`src/dpa_pkg.sv`:
```
package dpa_pkg;
	// ------------------------------------------------------------
	// Channel structure and phase grid
	// ------------------------------------------------------------
	localparam int NCH = 4; // Receive channels.
	localparam int PH_W = 3; // Width of a phase index.
	localparam int NPHASE = 8; // Sampling clocks per channel.
	localparam int PHASE_DEG = 45; // Spacing of the sampling clocks in degrees.
	localparam logic [PH_W-1:0] PH_ONE = 3'h1; // One phase step.
	localparam int QC_W = 3; // Width of the quiet-observation counter.
	localparam logic [QC_W-1:0] QUIET_LAST = 3'h3; // Quiet observations needed for lock, minus one.
	// ------------------------------------------------------------
	// Data path, FIFO and forwarded clock divider
	// ------------------------------------------------------------
	localparam int DW = 8; // Deserialised word width.
	localparam int FDEPTH = 4; // Words per channel FIFO.
	localparam int FP_W = 2; // FIFO pointer width.
	localparam logic [FP_W:0] FIFO_FULL = 3'h4; // Occupancy of a full FIFO.
	localparam int DIV_W = 3; // Divider counter width.
	localparam logic [DIV_W-1:0] DIV_LAST = 3'h7; // Deserialisation factor minus one.
	localparam logic [DIV_W-1:0] DIV_HALF = 3'h4; // Divided clock is high below this count.
	// ------------------------------------------------------------
	// Register map on the bus
	// ------------------------------------------------------------
	localparam logic [3:0] OFF_CTRL = 4'h0; // Mode register.
	localparam logic [3:0] OFF_CHAN = 4'h4; // Per-channel control register.
	localparam logic [3:0] OFF_STAT = 4'h8; // Per-channel status register.
	localparam logic [3:0] OFF_PHASE = 4'hC; // Selected phase of each channel.
	localparam int CTRL_W = 6; // Implemented bits of the mode register.
	localparam int CHAN_W = 20; // Implemented bits of the channel register.
	localparam int C_FWD = 0; // Forwarded-clock mode, FIFO bypassed.
	localparam int C_FIXED = 1; // Fixed-phase mode.
	localparam int C_STICKY = 2; // Lock stays high once reached.
	localparam int C_COND = 3; // Non-sticky drop: 0 any switch, 1 two same-way switches.
	localparam int C_AUTO = 4; // Hold FIFO in reset until first lock.
	localparam int C_ENUSED = 5; // Per-channel enables are in use.
	localparam logic [CTRL_W-1:0] CTRL_RST = 6'h04; // Sticky lock after reset.
	localparam int CH_EN = 0; // Channel enable field base.
	localparam int CH_HOLD = 4; // Phase freeze field base.
	localparam int CH_FRST = 8; // FIFO reset field base.
	localparam int CH_DRST = 12; // Aligner reset field base.
	localparam int CH_LRST = 16; // Lock detector reset field base.
	localparam int ST_LOCK = 0; // Lock field base in the status register.
	localparam int ST_FHELD = 4; // FIFO-held field base in the status register.
	localparam int PH_STRIDE = 4; // Bit spacing of phases in the phase register.
	localparam logic [1:0] RESP_OKAY = 2'h0; // Bus answer for a good access.
	localparam logic [1:0] RESP_SLVERR = 2'h2; // Bus answer for an unmapped address.
	// Register selected by an address.
	typedef enum {RS_CTRL, RS_CHAN, RS_STAT, RS_PHASE, RS_NONE} dpa_reg_t;
	// Lock detector states.
	typedef enum {LK_ACQ, LK_LOCKED} dpa_lk_t;
endpackage

```
`src/dpa_align_ctrl.sv`:
```
// Implementation choices: the register addresses and the AXI4-Lite slave port.
`timescale 1ns/1ps
// Notes on behaviour
// - A set enable bit turns its channel's aligner on.
// - Enables unused means every channel is on.
// - Aligner watches data, switches phase when needed.
// - Freeze input keeps the present phase.
// - FIFO sits between aligner and alignment logic.
// - FIFO reset bit holds that FIFO cleared.
// - FIFO reset exists only outside forwarded-clock mode.
// - Aligner reset clears it; user must retrain.
// - Auto option holds FIFO until first lock.
// - Eight sampling phases, 45 degrees apart.
// - Each channel reports lock.
// - Lock rises only after initial acquisition.
// - Sticky lock stays until a reset.
// - Non-sticky lock drops on a chosen condition.
// - No lock in fixed-phase or forwarded mode.
// - First condition: drop on any switch.
// - Second condition: two same-way switches drop.
// - Lock reset clears only lock detection.
// - Forwarded mode divides clock, bypasses FIFO.
module dpa_align_ctrl (
	input wire logic aclk,
	input wire logic aresetn,
	input wire logic [31:0] s_axi_awaddr,
	input wire logic s_axi_awvalid,
	output logic s_axi_awready,
	input wire logic [31:0] s_axi_wdata,
	input wire logic [3:0] s_axi_wstrb,
	input wire logic s_axi_wvalid,
	output logic s_axi_wready,
	output logic [1:0] s_axi_bresp,
	output logic s_axi_bvalid,
	input wire logic s_axi_bready,
	input wire logic [31:0] s_axi_araddr,
	input wire logic s_axi_arvalid,
	output logic s_axi_arready,
	output logic [31:0] s_axi_rdata,
	output logic [1:0] s_axi_rresp,
	output logic s_axi_rvalid,
	input wire logic s_axi_rready,
	input wire logic [dpa_pkg::NCH-1:0] pd_obs,
	input wire logic [dpa_pkg::NCH-1:0] pd_early,
	input wire logic [dpa_pkg::NCH-1:0] pd_late,
	input wire logic [dpa_pkg::NCH-1:0][dpa_pkg::DW-1:0] deser_data,
	input wire logic [dpa_pkg::NCH-1:0] deser_valid,
	output logic [dpa_pkg::NCH-1:0][dpa_pkg::DW-1:0] align_data,
	output logic [dpa_pkg::NCH-1:0] align_valid,
	output logic [dpa_pkg::NCH-1:0] dpa_locked,
	output logic [dpa_pkg::NCH-1:0][dpa_pkg::PH_W-1:0] phase_sel,
	output logic fwd_div_clk
);
	import dpa_pkg::*;
	// ------------------------------------------------------------
	// State
	// ------------------------------------------------------------
	// All block state outside the per-channel tracker and lock detector lives in one record so that reset and update are uniform.
	typedef struct packed {
		logic [CTRL_W-1:0] ctrl; // Mode bits.
		logic [CHAN_W-1:0] chan; // Per-channel enable, freeze and reset bits.
		logic awready; // Write address accepted when high.
		logic wready; // Write data accepted when high.
		logic bvalid; // Write answer pending.
		logic [1:0] bresp; // Write answer code.
		logic aw_got; // Write address held.
		logic w_got; // Write data held.
		logic [31:0] awaddr; // Held write address.
		logic [31:0] wdata; // Held write data.
		logic [3:0] wstrb; // Held byte strobes.
		logic arready; // Read address accepted when high.
		logic rvalid; // Read answer pending.
		logic [1:0] rresp; // Read answer code.
		logic [31:0] rdata; // Read answer data.
		logic [NCH-1:0] lock; // Lock outputs.
		logic [NCH-1:0] first_lock; // Lock has been seen since the aligner reset.
		logic [NCH-1:0] fheld; // FIFO held in reset.
		logic [NCH-1:0][FDEPTH-1:0][DW-1:0] mem; // FIFO storage.
		logic [NCH-1:0][FP_W-1:0] wp; // FIFO write pointers.
		logic [NCH-1:0][FP_W-1:0] rp; // FIFO read pointers.
		logic [NCH-1:0][FP_W:0] cnt; // FIFO occupancy.
		logic [NCH-1:0][DW-1:0] odata; // Words toward the alignment logic.
		logic [NCH-1:0] ovalid; // Word valid toward the alignment logic.
		logic [DIV_W-1:0] div; // Forwarded clock divider count.
		logic divclk; // Divided forwarded clock.
	} dpa_state_t;
	localparam dpa_state_t ST_RST = '{ctrl: CTRL_RST, default: '0}; // Reset image.
	dpa_state_t st_reg, st_next; // Registered state and its next value.
	dpa_reg_t wsel; // Register chosen by the pending write.
	dpa_reg_t rsel; // Register chosen by the read request.
	logic [31:0] wmerged; // Write data merged under byte strobes.
	logic [NCH-1:0] en_eff; // Effective aligner enable.
	logic [NCH-1:0] hold; // Freeze request.
	logic [NCH-1:0] drst; // Aligner reset.
	logic [NCH-1:0] lrst; // Lock detector reset.
	logic [NCH-1:0] frst; // Effective FIFO reset.
	logic [NCH-1:0] lk_raw; // Detector lock before mode gating.
	logic [NCH-1:0] step; // Phase switch pulses.
	logic [NCH-1:0] step_up; // Direction of each switch.
	logic lock_mode; // Lock reporting allowed in this mode.
	// ------------------------------------------------------------
	// Decoding helpers
	// ------------------------------------------------------------
	// Picks the register at an address; misaligned or high addresses map to none.
	function automatic dpa_reg_t reg_sel(input logic [31:0] addr);
		dpa_reg_t s;
		s = RS_NONE;
		if (addr[31:4] == 28'h0000000) begin
			case (addr[3:0])
				OFF_CTRL: s = RS_CTRL;
				OFF_CHAN: s = RS_CHAN;
				OFF_STAT: s = RS_STAT;
				OFF_PHASE: s = RS_PHASE;
				default: s = RS_NONE;
			endcase
		end
		return s;
	endfunction
	// Reads one channel's bit out of a channel field.
	function automatic logic chan_bit(input logic [CHAN_W-1:0] chan, input int base, input int ch);
		return chan[base + ch];
	endfunction
	// Merges new write data into an old word under byte strobes.
	function automatic logic [31:0] merge(input logic [31:0] old, input logic [31:0] d, input logic [3:0] s);
		logic [31:0] m;
		m = old;
		for (int b = 0; b < 4; b++) begin
			if (s[b]) begin
				m[b*8 +: 8] = d[b*8 +: 8];
			end
		end
		return m;
	endfunction
	// ------------------------------------------------------------
	// Per-channel aligners
	// ------------------------------------------------------------
	// Lock is meaningless when the phase is fixed or the clock is forwarded.
	assign lock_mode = !st_reg.ctrl[C_FIXED] && !st_reg.ctrl[C_FWD];
	genvar g;
	generate
		for (g = 0; g < NCH; g++) begin : g_ch
			// Without enables in use every channel runs its aligner.
			assign en_eff[g] = st_reg.ctrl[C_ENUSED] ? chan_bit(st_reg.chan, CH_EN, g) : 1'b1;
			assign hold[g] = chan_bit(st_reg.chan, CH_HOLD, g);
			assign drst[g] = chan_bit(st_reg.chan, CH_DRST, g);
			assign lrst[g] = chan_bit(st_reg.chan, CH_LRST, g);
			// The FIFO reset bit has no effect in forwarded mode, where no FIFO is in the path.
			assign frst[g] = (chan_bit(st_reg.chan, CH_FRST, g) && !st_reg.ctrl[C_FWD]) || drst[g]
				|| (st_reg.ctrl[C_AUTO] && !st_reg.first_lock[g]);
			dpa_phase_track u_trk (
				.aclk(aclk),
				.aresetn(aresetn),
				.clr(drst[g]),
				.act(en_eff[g] && !hold[g] && pd_obs[g]),
				.early(pd_early[g]),
				.late(pd_late[g]),
				.phase(phase_sel[g]),
				.step(step[g]),
				.step_up(step_up[g])
			);
			dpa_lock_det u_lock (
				.aclk(aclk),
				.aresetn(aresetn),
				.clr(drst[g] || lrst[g]),
				.obs(pd_obs[g] && en_eff[g]),
				.step(step[g]),
				.step_up(step_up[g]),
				.sticky(st_reg.ctrl[C_STICKY]),
				.cond(st_reg.ctrl[C_COND]),
				.locked(lk_raw[g])
			);
			a_lock_low_rst: assert property (@(posedge aclk) disable iff (!aresetn) (drst[g] || lrst[g]) |=> !dpa_locked[g])
				else $error("Lock high during a reset.");
			a_fifo_held: assert property (@(posedge aclk) disable iff (!aresetn)
				(frst[g] && !st_reg.ctrl[C_FWD]) |=> (st_reg.cnt[g] == '0) && !align_valid[g])
				else $error("FIFO ran while held in reset.");
			a_bypass_data: assert property (@(posedge aclk) disable iff (!aresetn)
				(st_reg.ctrl[C_FWD] && deser_valid[g]) |=> align_valid[g] && align_data[g] == $past(deser_data[g]))
				else $error("Forwarded mode did not bypass the FIFO.");
		end
	endgenerate
	// ------------------------------------------------------------
	// Next-state logic
	// ------------------------------------------------------------
	// Bus slave, lock gating, FIFO and divider are all computed here from the registered state.
	always_comb begin
		st_next = st_reg;
		wsel = reg_sel(st_reg.awaddr);
		rsel = reg_sel(s_axi_araddr);
		wmerged = '0;
		// Address and data are taken in either order and held until both are present.
		if (s_axi_awvalid && st_reg.awready) begin
			st_next.aw_got = 1'b1;
			st_next.awaddr = s_axi_awaddr;
		end
		if (s_axi_wvalid && st_reg.wready) begin
			st_next.w_got = 1'b1;
			st_next.wdata = s_axi_wdata;
			st_next.wstrb = s_axi_wstrb;
		end
		if (st_reg.bvalid && s_axi_bready) begin
			st_next.bvalid = 1'b0;
		end
		// The write lands one cycle after both halves are held; status and phase ignore writes.
		if (st_reg.aw_got && st_reg.w_got && !st_reg.bvalid) begin
			st_next.aw_got = 1'b0;
			st_next.w_got = 1'b0;
			st_next.bvalid = 1'b1;
			st_next.bresp = RESP_OKAY;
			case (wsel)
				RS_CTRL: begin
					wmerged = merge(32'(st_reg.ctrl), st_reg.wdata, st_reg.wstrb);
					st_next.ctrl = wmerged[CTRL_W-1:0];
				end
				RS_CHAN: begin
					wmerged = merge(32'(st_reg.chan), st_reg.wdata, st_reg.wstrb);
					st_next.chan = wmerged[CHAN_W-1:0];
				end
				RS_STAT, RS_PHASE: begin
					st_next.bresp = RESP_OKAY;
				end
				default: begin
					st_next.bresp = RESP_SLVERR;
				end
			endcase
		end
		st_next.awready = !st_next.aw_got && !st_next.bvalid;
		st_next.wready = !st_next.w_got && !st_next.bvalid;
		// A read is answered on the same edge that takes its address.
		if (st_reg.rvalid && s_axi_rready) begin
			st_next.rvalid = 1'b0;
		end
		if (s_axi_arvalid && st_reg.arready) begin
			st_next.rvalid = 1'b1;
			st_next.rresp = RESP_OKAY;
			st_next.rdata = '0;
			case (rsel)
				RS_CTRL: st_next.rdata = 32'(st_reg.ctrl);
				RS_CHAN: st_next.rdata = 32'(st_reg.chan);
				RS_STAT: begin
					st_next.rdata[ST_LOCK +: NCH] = st_reg.lock;
					st_next.rdata[ST_FHELD +: NCH] = st_reg.fheld;
				end
				RS_PHASE: begin
					for (int i = 0; i < NCH; i++) begin
						st_next.rdata[i*PH_STRIDE +: PH_W] = phase_sel[i];
					end
				end
				default: st_next.rresp = RESP_SLVERR;
			endcase
		end
		st_next.arready = !st_next.rvalid;
		// Per channel: lock gating, first-lock memory and the crossing FIFO.
		for (int i = 0; i < NCH; i++) begin
			// Lock is not proof of a clean link; the user still checks data integrity.
			st_next.lock[i] = lock_mode && lk_raw[i] && !drst[i] && !lrst[i];
			if (drst[i]) begin
				st_next.first_lock[i] = 1'b0;
			end else if (lk_raw[i]) begin
				st_next.first_lock[i] = 1'b1;
			end
			st_next.fheld[i] = frst[i];
			st_next.ovalid[i] = 1'b0;
			if (st_reg.ctrl[C_FWD]) begin
				// Forwarded mode hands words straight on and leaves the FIFO empty.
				st_next.odata[i] = deser_data[i];
				st_next.ovalid[i] = deser_valid[i];
				st_next.cnt[i] = '0;
				st_next.wp[i] = '0;
				st_next.rp[i] = '0;
			end else if (frst[i]) begin
				st_next.cnt[i] = '0;
				st_next.wp[i] = '0;
				st_next.rp[i] = '0;
			end else begin
				// The alignment side drains one word a cycle; a word arriving at a full FIFO is lost.
				if (st_reg.cnt[i] != '0) begin
					st_next.odata[i] = st_reg.mem[i][st_reg.rp[i]];
					st_next.ovalid[i] = 1'b1;
					st_next.rp[i] = st_reg.rp[i] + 2'h1;
				end
				if (deser_valid[i] && st_reg.cnt[i] != FIFO_FULL) begin
					st_next.mem[i][st_reg.wp[i]] = deser_data[i];
					st_next.wp[i] = st_reg.wp[i] + 2'h1;
				end
				st_next.cnt[i] = st_reg.cnt[i]
					+ ((deser_valid[i] && st_reg.cnt[i] != FIFO_FULL) ? 3'h1 : 3'h0)
					- ((st_reg.cnt[i] != '0) ? 3'h1 : 3'h0);
			end
		end
		// The forwarded clock is the sampling clock divided by the deserialisation factor.
		if (st_reg.ctrl[C_FWD]) begin
			st_next.div = (st_reg.div == DIV_LAST) ? '0 : st_reg.div + 3'h1;
			st_next.divclk = (st_next.div < DIV_HALF);
		end else begin
			// Parked on the last count so the first forwarded cycle starts a full high half.
			st_next.div = DIV_LAST;
			st_next.divclk = 1'b0;
		end
	end
	// ------------------------------------------------------------
	// State register
	// ------------------------------------------------------------
	// Synchronous reset loads the constant reset image.
	always_ff @(posedge aclk) begin
		if (!aresetn) begin
			st_reg <= ST_RST;
		end else begin
			st_reg <= st_next;
		end
	end
	// ------------------------------------------------------------
	// Outputs
	// ------------------------------------------------------------
	assign s_axi_awready = st_reg.awready;
	assign s_axi_wready = st_reg.wready;
	assign s_axi_bresp = st_reg.bresp;
	assign s_axi_bvalid = st_reg.bvalid;
	assign s_axi_arready = st_reg.arready;
	assign s_axi_rdata = st_reg.rdata;
	assign s_axi_rresp = st_reg.rresp;
	assign s_axi_rvalid = st_reg.rvalid;
	assign align_data = st_reg.odata;
	assign align_valid = st_reg.ovalid;
	assign dpa_locked = st_reg.lock;
	assign fwd_div_clk = st_reg.divclk;
	// ------------------------------------------------------------
	// Checks
	// ------------------------------------------------------------
	a_mode_no_lock: assert property (@(posedge aclk) disable iff (!aresetn)
		(st_reg.ctrl[C_FIXED] || st_reg.ctrl[C_FWD]) |=> dpa_locked == '0)
		else $error("Lock reported in a mode without lock.");
	a_disabled_frozen: assert property (@(posedge aclk) disable iff (!aresetn)
		(st_reg.ctrl[C_ENUSED] && !st_reg.chan[CH_EN] && !drst[0]) |=> $stable(phase_sel[0]))
		else $error("Disabled channel changed phase.");
	a_fwd_div_period: assert property (@(posedge aclk) disable iff (!aresetn)
		(st_reg.ctrl[C_FWD] && $rose(fwd_div_clk)) |-> ##1 fwd_div_clk [*3] ##1 !fwd_div_clk)
		else $error("Forwarded clock duty wrong.");
endmodule

```
`src/dpa_phase_track.sv`:
```
`timescale 1ns/1ps
module dpa_phase_track (
	input wire logic aclk,
	input wire logic aresetn,
	input wire logic clr,
	input wire logic act,
	input wire logic early,
	input wire logic late,
	output logic [dpa_pkg::PH_W-1:0] phase,
	output logic step,
	output logic step_up
);
	import dpa_pkg::*;
	// Phase index, a one-cycle switch pulse and the direction of that switch.
	typedef struct packed {
		logic [PH_W-1:0] phase;
		logic step;
		logic up;
	} dpa_trk_t;
	dpa_trk_t r_reg, r_next; // Registered state and its next value.
	// ------------------------------------------------------------
	// Phase selection
	// ------------------------------------------------------------
	// Each active observation that is early or late, but not both, moves one 45 degree step; the index wraps around eight.
	always_comb begin
		r_next = r_reg;
		r_next.step = 1'b0;
		if (clr) begin
			r_next = '0;
		end else if (act && (early ^ late)) begin
			r_next.phase = early ? r_reg.phase - PH_ONE : r_reg.phase + PH_ONE;
			r_next.step = 1'b1;
			r_next.up = late;
		end
	end
	// State register with synchronous reset.
	always_ff @(posedge aclk) begin
		if (!aresetn) begin
			r_reg <= '0;
		end else begin
			r_reg <= r_next;
		end
	end
	assign phase = r_reg.phase;
	assign step = r_reg.step;
	assign step_up = r_reg.up;
	// ------------------------------------------------------------
	// Checks
	// ------------------------------------------------------------
	a_hold_keeps_phase: assert property (@(posedge aclk) disable iff (!aresetn) (!act && !clr) |=> $stable(phase))
		else $error("Phase moved while frozen.");
	a_observe_moves: assert property (@(posedge aclk) disable iff (!aresetn) (act && !clr && (early ^ late)) |=> step)
		else $error("Observation did not switch phase.");
	a_single_step: assert property (@(posedge aclk) disable iff (!aresetn)
		step |-> (phase == $past(phase) + PH_ONE) || (phase == $past(phase) - PH_ONE))
		else $error("Phase moved more than one step.");
endmodule

```
`src/dpa_lock_det.sv`:
```
`timescale 1ns/1ps
module dpa_lock_det (
	input wire logic aclk,
	input wire logic aresetn,
	input wire logic clr,
	input wire logic obs,
	input wire logic step,
	input wire logic step_up,
	input wire logic sticky,
	input wire logic cond,
	output logic locked
);
	import dpa_pkg::*;
	// Acquire/locked state, quiet count and the direction of the last switch.
	typedef struct packed {
		dpa_lk_t st;
		logic [QC_W-1:0] quiet;
		logic have_last;
		logic last_up;
	} dpa_lkst_t;
	dpa_lkst_t r_reg, r_next; // Registered state and its next value.
	// ------------------------------------------------------------
	// Lock detection
	// ------------------------------------------------------------
	// Lock needs a run of observations with no switch, so one lucky sample cannot claim it.
	always_comb begin
		r_next = r_reg;
		case (r_reg.st)
			LK_ACQ: begin
				if (step) begin
					r_next.quiet = '0;
				end else if (obs) begin
					r_next.quiet = r_reg.quiet + 3'h1;
					if (r_reg.quiet == QUIET_LAST) begin
						r_next.st = LK_LOCKED;
						r_next.have_last = 1'b0;
					end
				end
			end
			LK_LOCKED: begin
				// Sticky lock ignores switches; only a reset ends it.
				if (!sticky && step) begin
					r_next.have_last = 1'b1;
					r_next.last_up = step_up;
					if (!cond || (r_reg.have_last && r_reg.last_up == step_up)) begin
						r_next.st = LK_ACQ;
						r_next.quiet = '0;
					end
				end
			end
			default: begin
				r_next.st = LK_ACQ;
			end
		endcase
		if (clr) begin
			r_next = '{st: LK_ACQ, default: '0};
		end
	end
	// State register with synchronous reset.
	always_ff @(posedge aclk) begin
		if (!aresetn) begin
			r_reg <= '{st: LK_ACQ, default: '0};
		end else begin
			r_reg <= r_next;
		end
	end
	assign locked = (r_reg.st == LK_LOCKED);
	// ------------------------------------------------------------
	// Checks
	// ------------------------------------------------------------
	a_lock_after_quiet: assert property (@(posedge aclk) disable iff (!aresetn) $rose(locked) |-> $past(obs && !step))
		else $error("Lock rose without a quiet observation.");
	a_sticky_holds: assert property (@(posedge aclk) disable iff (!aresetn) (locked && sticky && !clr) |=> locked)
		else $error("Sticky lock fell without reset.");
	a_switch_drops: assert property (@(posedge aclk) disable iff (!aresetn)
		(locked && !sticky && !cond && step && !clr) |=> !locked)
		else $error("Lock kept after a phase switch.");
	a_clear_drops: assert property (@(posedge aclk) disable iff (!aresetn) clr |=> !locked)
		else $error("Lock kept through detector reset.");
endmodule

```
`config.mk`:
```
export PLATFORM = sky130hd
export DESIGN_NAME = dpa_align_ctrl
export DESIGN_NICKNAME = d
export VERILOG_FILES = /design/src/dpa_pkg.sv /design/src/dpa_align_ctrl.sv /design/src/dpa_phase_track.sv /design/src/dpa_lock_det.sv
export SDC_FILE = /design/constraint.sdc
export NUM_CORES = 1
export LEC_CHECK = 0
export BUFFER_PORTS_ARGS = -buffer_cell sky130_fd_sc_hd__buf_2
export CAP_MARGIN = 20
export CORE_UTILIZATION = 34
export CTS_CLUSTER_DIAMETER = 200
export CTS_CLUSTER_SIZE = 24
export DETAILED_ROUTE_END_ITERATION = 10
export GPL_ROUTABILITY_DRIVEN = 0
export PLACE_DENSITY_LB_ADDON = 0.08
export SLEW_MARGIN = 0
export SYNTH_ARGS = -nofsm -noshare
export SYNTH_HDL_FRONTEND = slang
export SYNTH_SLANG_ARGS = --single-unit
```
`constraint.sdc`:
```
create_clock -name aclk -period 2.54 [get_ports aclk]
set_input_delay 0.381 -clock aclk [delete_from_list [all_inputs] [get_ports aclk]]
set_output_delay 0.381 -clock aclk [all_outputs]
set_load 0.02 [all_outputs]
```
# Word level (Yosys, flattened, before mapping)
# Cells that the tools add are included.
# W data, S select, Z words.
[totals]
reg_bits = 500
in_bits = 155
output_inout_bits = 94
[op_classes]
n_addsub = 29
order_cmp = 13
eq_ne = 61
n_mux = 126
n_bitwise = 10
reduce_logical = 168
[ops]
columns = ["op", "n"]
rows = [
  ["$eq A32 B2 Y1 const B", 8],
  ["$mux W32", 8],
  ["$pmux W32 S2", 4],
  ["$eq A32 B1 Y1 const B", 6],
  ["$logic_not A32 Y1", 6],
  ["$mux W35", 5],
  ["$mux W8", 20],
  ["$mux W37", 4],
  ["$mux W36", 4],
  ["$bwmux W32", 4],
  ["$bmux W8 S2", 4],
  ["$demux W8 S2", 4],
  ["$logic_and A1 B1 Y1", 62],
  ["$logic_not A28 Y1", 2],
  ["$pmux W3 S4", 4],
  ["$reduce_and A5 Y1", 8],
  ["$mux W1", 37],
  ["$mux W3", 11],
  ["$ne A2 B1 Y1 const B", 16],
  ["$pmux W4 S2", 4],
  ["$add A3 B1 Y3 const B", 9],
  ["$logic_not A1 Y1", 25],
  ["$lt A2 B3 Y1 const B", 8],
  ["$reduce_and A3 Y1", 8],
  ["other kinds (31)", 136],
]

# Depth between registers and ports, before layout
# Gate-level depths: netlist (run 1).
[logic_depth]
depth_word = 9
depth_mapped = 10
mapped_depth_nobuf = 10

# Hierarchy
# From an unflattened synthesis (run 1), not the netlist that was laid out.
[unflattened]
hier_cells = 1674
area_unflattened_um2 = 16453.3
[by_module_without_submodules]
columns = ["mod", "n_inst", "cells_each", "area_per_inst_um2", "seq_area_each_um2"]
rows = [
  ["dpa_align_ctrl", 1, 1430, 14106.0, 6366.1],
  ["dpa_lock_det", 4, 33, 317.8, 120.1],
  ["dpa_phase_track", 4, 28, 269.0, 100.1],
]

# Least setup slack after synthesis (run 1)
# No wires, ideal clock.
[synth_path]
kind = "reg-to-reg"
from = "reg st_reg[47] (netlist name)"
to = "reg st_reg[48] (netlist name)"
setup_time_ns = 0.117
arrival_time_ns = 2.040
slack_ns = 0.382
stages_incl_launch_ff = 11
path_buffers = 0
cell_sequence = "dfxtp_1 -> nor2_1 -> a21boi_2 -> inv_1 -> ha_1 -> inv_1 -> ha_1 -> fa_1 -> xnor2_1 -> xnor2_1 -> nor2_1"
[synth_between]
elab_chain_len = 5
elab_cells_between_ends = 7
cone_classes = "add/sub (2); eq/ne (1); mux (2); reduce/logical (2)"
[synth_rtl]
columns = ["item", "line", "source"]
rows = [
  ["start: declaration", "dpa_align_ctrl.sv:88", "dpa_state_t st_reg, st_next;"],
  ["start signal: assignment", "dpa_align_ctrl.sv:309", "st_reg <= st_next;"],
  ["$ne A3 B3 Y1", "dpa_align_ctrl.sv:287", "+ ((deser_valid[i] && st_reg.cnt[i] != FIFO_FULL) ? 3'h1 : 3'h0)"],
  ["$logic_and A1 B1 Y1", "dpa_align_ctrl.sv:287", ""],
  ["$mux W1", "dpa_align_ctrl.sv:287", ""],
  ["$add A3 B1 Y3", "dpa_align_ctrl.sv:287", ""],
  ["$sub A3 B1 Y3 (*)", "dpa_align_ctrl.sv:288", "- ((st_reg.cnt[i] != '0) ? 3'h1 : 3'h0);"],
]
# Mark *: on every way between the ends. The rest lies on a longest branch, timed or not.
# A chain may end at the register's enable or synchronous reset.

# Final worst setup path (run 1)
[layout_path]
from = "reg st_reg[48] (netlist name)"
to = "reg st_reg[48] (netlist name)"
# Same word-level chain as after synthesis.

==> results of run 1 <==
==> final cells by class <==
class	count	area (sq um)
Multi-Input combinational cell	1149	8230
Clock inverter	2	38.8
Sequential cell	362	7250
Inverter	56	210
Antenna cell	1	2.50
Timing Repair Buffer	251	1370
Fill cell	4801	29500
Tap cell	615	769
Clock buffer	19	475
==> critical path, stage by stage, from the launching register on <==
cell and delay [ns]:
dfxtp_1 0.35, nor3_1 0.29, inv_1 0.13, ha_1 0.30, inv_1 0.04, ha_1 0.18, fa_1 0.37, xnor2_1 0.20
xnor2_1 0.15, nor2_1 0.05
==> metal layers <==
metal | vias to the layer above | track usage
li1 | 6000 | -
met1 | 5741 | 0.236
met2 | 180 | 0.282
met3 | 32 | 0.0210
met4 | 0 | 0.0271
met5 | - | 0
==> path summary, 6_finish.rpt <==
kind	from	slack [ns]	depth (start not counted)	end
setup reg to reg	st_reg[48]	0.36	9	st_reg[48]
hold reg to reg	s_axi_rdata[12]	0.46	2	s_axi_rdata[12]
hold / removal	s_axi_awaddr[7]	0.08	3	st_reg[287]
setup / recovery	st_reg[48]	0.36	9	st_reg[48]
==> logic make-up after synthesis <==
logic type,count (synthesis),synth area share
buf+inv,210,0.0662
fa+ha+maj,42,0.0354
flops,362,0.439
xor+xnor,32,0.0170
mux,216,0.159
simple gates,657,0.202
other cells,1,0.000227
compound gates,188,0.0818
==> power by group through the flow <==
stage / clock network (uW) / logic (uW) / registers, uW
floorplan: 0 / 2740 / 6650
global placement: 0 / 3380 / 6900
detailed placement: 0 / 3430 / 6900
CTS: 3480 / 3450 / 6780
global route: 3670 / 3770 / 6860
finish: 3280 / 3380 / 6770
==> layout by cell type, fill, tap and decap left out, types with 8 or more instances in the layout <==
| cell type | instances |
|---|---|
| nand2_1 | 394 |
| nor3_1 | 11 |
| inv_1 | 53 |
| a221o_1 | 21 |
| o31ai_1 | 14 |
| mux4_2 | 37 |
| clkbuf_16 | 19 |
| a21boi_0 | 67 |
| and2_1 | 24 |
| a21oi_1 | 26 |
| nand2b_1 | 11 |
| dfxtp_1 | 361 |
| buf_2 | 220 |
| xor2_1 | 12 |
| xnor2_1 | 20 |
| nor3b_1 | 9 |
| nand3_2 | 16 |
| and3_1 | 25 |
| fa_1 | 8 |
| nor4_1 | 13 |
| nor2b_1 | 23 |
| buf_4 | 28 |
| a31oi_1 | 8 |
| o21ai_0 | 28 |
| conb_1 | 14 |
| ha_1 | 34 |
| nor2_1 | 66 |
| nor4_4 | 11 |
| mux2i_1 | 178 |
==> stage by stage <==
step	cells	hold WS [ns]
2_1_floorplan	1721	0.431
3_3_place_gp	2433	0.437
3_5_place_dp	2433	0.447
4_1_cts	2454	0.0461
5_1_grt	2454	0.0540
6_report	2455	0.0838
==> metrics.cfg, run 1 <==
[layout]
area_growth_pct=11.0
final_nets=2036
finalInstanceArea_sq_mm=0.0183
fin_util=0.383
largest_reg_flops=238
drive_gt1_frac=0.197

[route]
top_layer=met4
drc_errors=0
wl_met3_microns=1280
routedLengthMet1_microns=20500
routedWlPerCell_microns=17.0
drt_pass1_iterations=4
drt_wl_total_microns=41800
vias=11953
final_antenna_net_count=0
drtIter0Drc=568
wl_met2_microns=19500
routed_via_density=4.87

[die]
die_area_sq_mm=0.0495
pin_count=249
rows=80
core_area_sq_mm=0.0478
dieHeight_microns=222
start_util=0.345
die-width_microns=222

[critical_path]
path_max_fanout=3
cp.arrival_ns=2.61
cp.required_ns=2.97
worstSetupStartpointType=register
crit_type=register to register
end_kind=register

[logic_synthesis]
ys_seq_elements=362
synth_edf_count=0
syn_area_sq_mm=0.0165
synth_warnings=0
seq_area_frac_synth=0.439
synthTopCellsByCount=394 x nand2_1, 362 x dfxtp_1, 178 x mux2i_1
synth_ff_type=dfxtp_1
ys_types=62
yosys.cell_count.top_type=nand2_1
yosys.area.top_type=dfxtp_1
yosysTopAreaCellShare=0.439
async_flop_share=0
syn_inst=1708
syn_avg_cell_area_sq_um=9.67
synth_area_leaders=dfxtp_1 44%, mux2i_1 11%, nand2_1 9.0%

[timing]
setup_slack_ns=0.364
hold_violations=0
finalCriticalPeriod_ns=2.18
finClkSkew_ns=0.0265
tightest_slew_ns=1.04
rsz0062_at_grt=false
drv_slew=0
slew-limit-headroom=0.306
finalSetupViolations=0
timing.fmax_mhz=460
setup_tns_ns=0
finalCritPeriodShare=0.857

[power]
pwr-share-seq=0.504
p_int_uw=9180
switching_share=0.316
p_per_area_mw_per_mm2=732
ir_drop_v=0.000458
power.switching_uw=4250
clkPwrFrac=0.244
leakage_uw=0.00795
power_uw=13400
p_comb_frac=0.252

[clock_network]
clock_path_buffers=3
clkLatencyLatePin_ns=0.53
ctsResizeCount=0
cts_tree=built
clkTransAtPathRegs_ns=0.10
clkSinkCount=362
root_buffer=clkbuf_16
cts-buffers-inserted=19
ctsHtreeMaxLevel=1
post_cts_buffers=0
hold_buffers=0

[placed_design]
post-place-ws_ns=0.375
io_buffer_count=221
placedInstanceArea_sq_mm=0.0178
hpwl_microns=30100

[global_route]
grt_usage=0.169
grt_pass1_wl_microns=67000
grt_max_degree=137
antenna_found_initial=0
first_global_vias=11937
overflow=0

[worst_hold_path]
min_path_type=input pin to register

[job]
drv_cap=0

[run_status]
status=finished clean

Note: power is estimated with default switching activity, not from simulation.
==> run 2, diff against run 1 <==
==> constraint.sdc (replaced) <==
create_clock -name aclk -period 2.7 [get_ports aclk]
set_input_delay 0.405 -clock aclk [delete_from_list [all_inputs] [get_ports aclk]]
set_output_delay 0.405 -clock aclk [all_outputs]
set_load 0.02 [all_outputs]
==> run 2 against run 1 <==
Effect of this change: first-iteration DRC count up 7.2%; sequential power is 5.6% lower; clock skew grew 0.0052 ns; sequential cell count unchanged; final cell count increased by 0.20%; fmax fell by 1.9%; core utilization grew 0.052 points; critical endpoint unchanged; largest power group unchanged; highest routed layer unchanged.
==> metrics.cfg, run 2 (synthesis gave the netlist of run 1 again) <==
[timing]
timing.fmax_mhz=451  ; was 460 MHz
finalCriticalPeriod_ns=2.22  ; was 2.18 ns
rsz0062_at_grt=false  ; unchanged
hold_violations=0  ; unchanged
setup_tns_ns=0  ; unchanged
setup_slack_ns=0.481  ; was 0.364 ns
finalSetupViolations=0  ; unchanged
tightest_slew_ns=0.964  ; was 1.04 ns
slew-limit-headroom=0.352  ; was 0.306
finClkSkew_ns=0.0317  ; was 0.0265 ns
drv_slew=0  ; unchanged
finalCritPeriodShare=0.822  ; was 0.857

[route]
vias=11954  ; about the same
routedWlPerCell_microns=17.1  ; was 17.0 microns
routed_via_density=4.86  ; was 4.87
drc_errors=0  ; unchanged
drt_pass1_iterations=5  ; was 4
final_antenna_net_count=0  ; unchanged
drtIter0Drc=609  ; was 568
drt_wl_total_microns=42200  ; was 41800 microns

[clock_network]
clock_path_buffers=3  ; unchanged
root_buffer=clkbuf_16  ; unchanged
cts_tree=built  ; unchanged
post_cts_buffers=0  ; unchanged
clkLatencyLatePin_ns=0.56  ; was 0.53 ns
cts-buffers-inserted=19  ; unchanged
hold_buffers=0  ; unchanged
ctsHtreeMaxLevel=1  ; unchanged
clkTransAtPathRegs_ns=0.10  ; about the same
clkSinkCount=362  ; unchanged
ctsResizeCount=0  ; unchanged

[critical_path]
cp.required_ns=3.15  ; was 2.97 ns
r2r_end=st_reg[48]  ; unchanged
path_max_fanout=3  ; unchanged
end_kind=register  ; unchanged
reg2reg_slack_ns=0.48  ; was 0.36 ns
cp.arrival_ns=2.67  ; was 2.61 ns
crit_type=register to register  ; unchanged
worstSetupStartpointType=register  ; unchanged
r2r-start=st_reg[48]  ; unchanged
rr_worst_depth=9  ; unchanged

[placed_design]
hpwl_microns=30300  ; was 30100 microns
post-place-ws_ns=0.500  ; was 0.375 ns
io_buffer_count=221  ; unchanged
placedInstanceArea_sq_mm=0.0179  ; was 0.0178 sq mm

[global_route]
grt_util_met1=0.229  ; was 0.236
grt_pass1_wl_microns=67100  ; was 67000 microns
first_global_vias=12057  ; was 11.9k
grtUsageMet2=0.290  ; was 0.282
grt_use_met3=0.0221  ; was 0.0210
overflow=0  ; unchanged
grt_max_degree=119  ; was 137
antenna_found_initial=1  ; was 0
grt_usage=0.170  ; was 0.169
grt-busiest-layer=met2  ; unchanged

[power]
p_int_uw=8640  ; was 9180 uW
clkPwrFrac=0.248  ; was 0.244
switching_share=0.319  ; was 0.316
p_comb_frac=0.249  ; was 0.252
ir_drop_v=0.000398  ; was 0.000458 V
power.switching_uw=4050  ; was 4250 uW
pwr-share-seq=0.504  ; about the same
p_per_area_mw_per_mm2=691  ; was 732 mW/mm^2
leakage_uw=0.00797  ; was 0.00795 uW

[die]
pin_count=249  ; unchanged
die_area_sq_mm=0.0495  ; unchanged
rows=80  ; unchanged
core_area_sq_mm=0.0478  ; unchanged
die-width_microns=222  ; unchanged
start_util=0.345  ; unchanged
dieHeight_microns=222  ; unchanged

[layout]
area_growth_pct=11.2  ; was 11.0%
final_nets=2041  ; was 2036
largest_reg_flops=238  ; unchanged
finalInstanceArea_sq_mm=0.0184  ; was 0.0183 sq mm
layout_common_cells=394 x nand2_1, 361 x dfxtp_1, 220 x buf_2, 178 x mux2i_1, 67 x a21boi_0  ; unchanged
drive_gt1_frac=0.200  ; was 0.197
mostFrequentLayoutCell=nand2_1  ; unchanged

[worst_hold_path]
hold_end=st_reg[287]  ; unchanged
min_path_type=input pin to register  ; unchanged
whs_path_depth=3  ; unchanged
min_from=s_axi_awaddr[7]  ; unchanged

[run_status]
status=finished clean  ; unchanged

[job]
drv_cap=0  ; unchanged

-- run 2: cell types whose count changed in the layout (fill, tap and decap cells not counted) --
cell    before  now
buf_12       2    1
buf_4       28   34
-- run 2: final cells by class --
cell class | instances | area [sq um]
Antenna cell | 1 | 2.50
Clock buffer | 19 | 475
Clock inverter | 2 | 38.8
Fill cell | 4862 | 29500
Inverter | 56 | 210
Multi-Input combinational cell | 1149 | 8230
Sequential cell | 362 | 7250
Tap cell | 615 | 769
Timing Repair Buffer | 256 | 1390
-- run 2: layer usage --
| metal | vias to the layer above | part of all wire |
|---|---|---|
| li1 | 6001 | - |
| met1 | 5717 | 0.48 |
| met2 | 202 | 0.47 |
| met3 | 34 | 0.033 |
| met4 | 0 | 0.016 |
| met5 | - | 0 |
-- run 2: critical path, cell delays in order (launching register included) --
cell,delay (ns)
dfxtp_1,0.36
nor3_1,0.31
inv_1,0.13
ha_1,0.29
inv_1,0.04
ha_1,0.18
fa_1,0.38
xnor2_1,0.23
xnor2_1,0.15
nor2_1,0.05
-- run 2: metrics by stage --
stage | instances | hold WS [ns] | util | power [uW]
6_report | 2460 | 0.0875 | 0.384 | 12700
5_1_grt | 2459 | 0.0758 | 0.384 | 13500
4_1_cts | 2459 | 0.0629 | 0.384 | 12900
3_5_place_dp | 2438 | 0.449 | 0.373 | 9740
3_3_place_gp | 2438 | 0.442 | 0.373 | 9670
2_1_floorplan | 1721 | 0.431 | - | 8830
-- run 2: how the worst max path moves through the flow --
stage,slack (ns),start,to
finish,0.48,st_reg[48],st_reg[48]
global route,0.26,st_reg[50],st_reg[51]
CTS,0.47,st_reg[48],st_reg[48]
detailed placement,0.50,st_reg[48],st_reg[48]
global placement,0.55,st_reg[50],st_reg[51]
floorplan,0.54,st_reg[47],st_reg[48]
-- run 2: power groups by stage --
stage / Clock (uW) / Combinational, uW / Sequential (uW)
after global placement: 0 / 3140 / 6530
after global routing: 3470 / 3520 / 6500
after CTS: 3310 / 3220 / 6410
final: 3140 / 3150 / 6390
after floorplan: 0 / 2580 / 6260
after detailed placement: 0 / 3210 / 6530
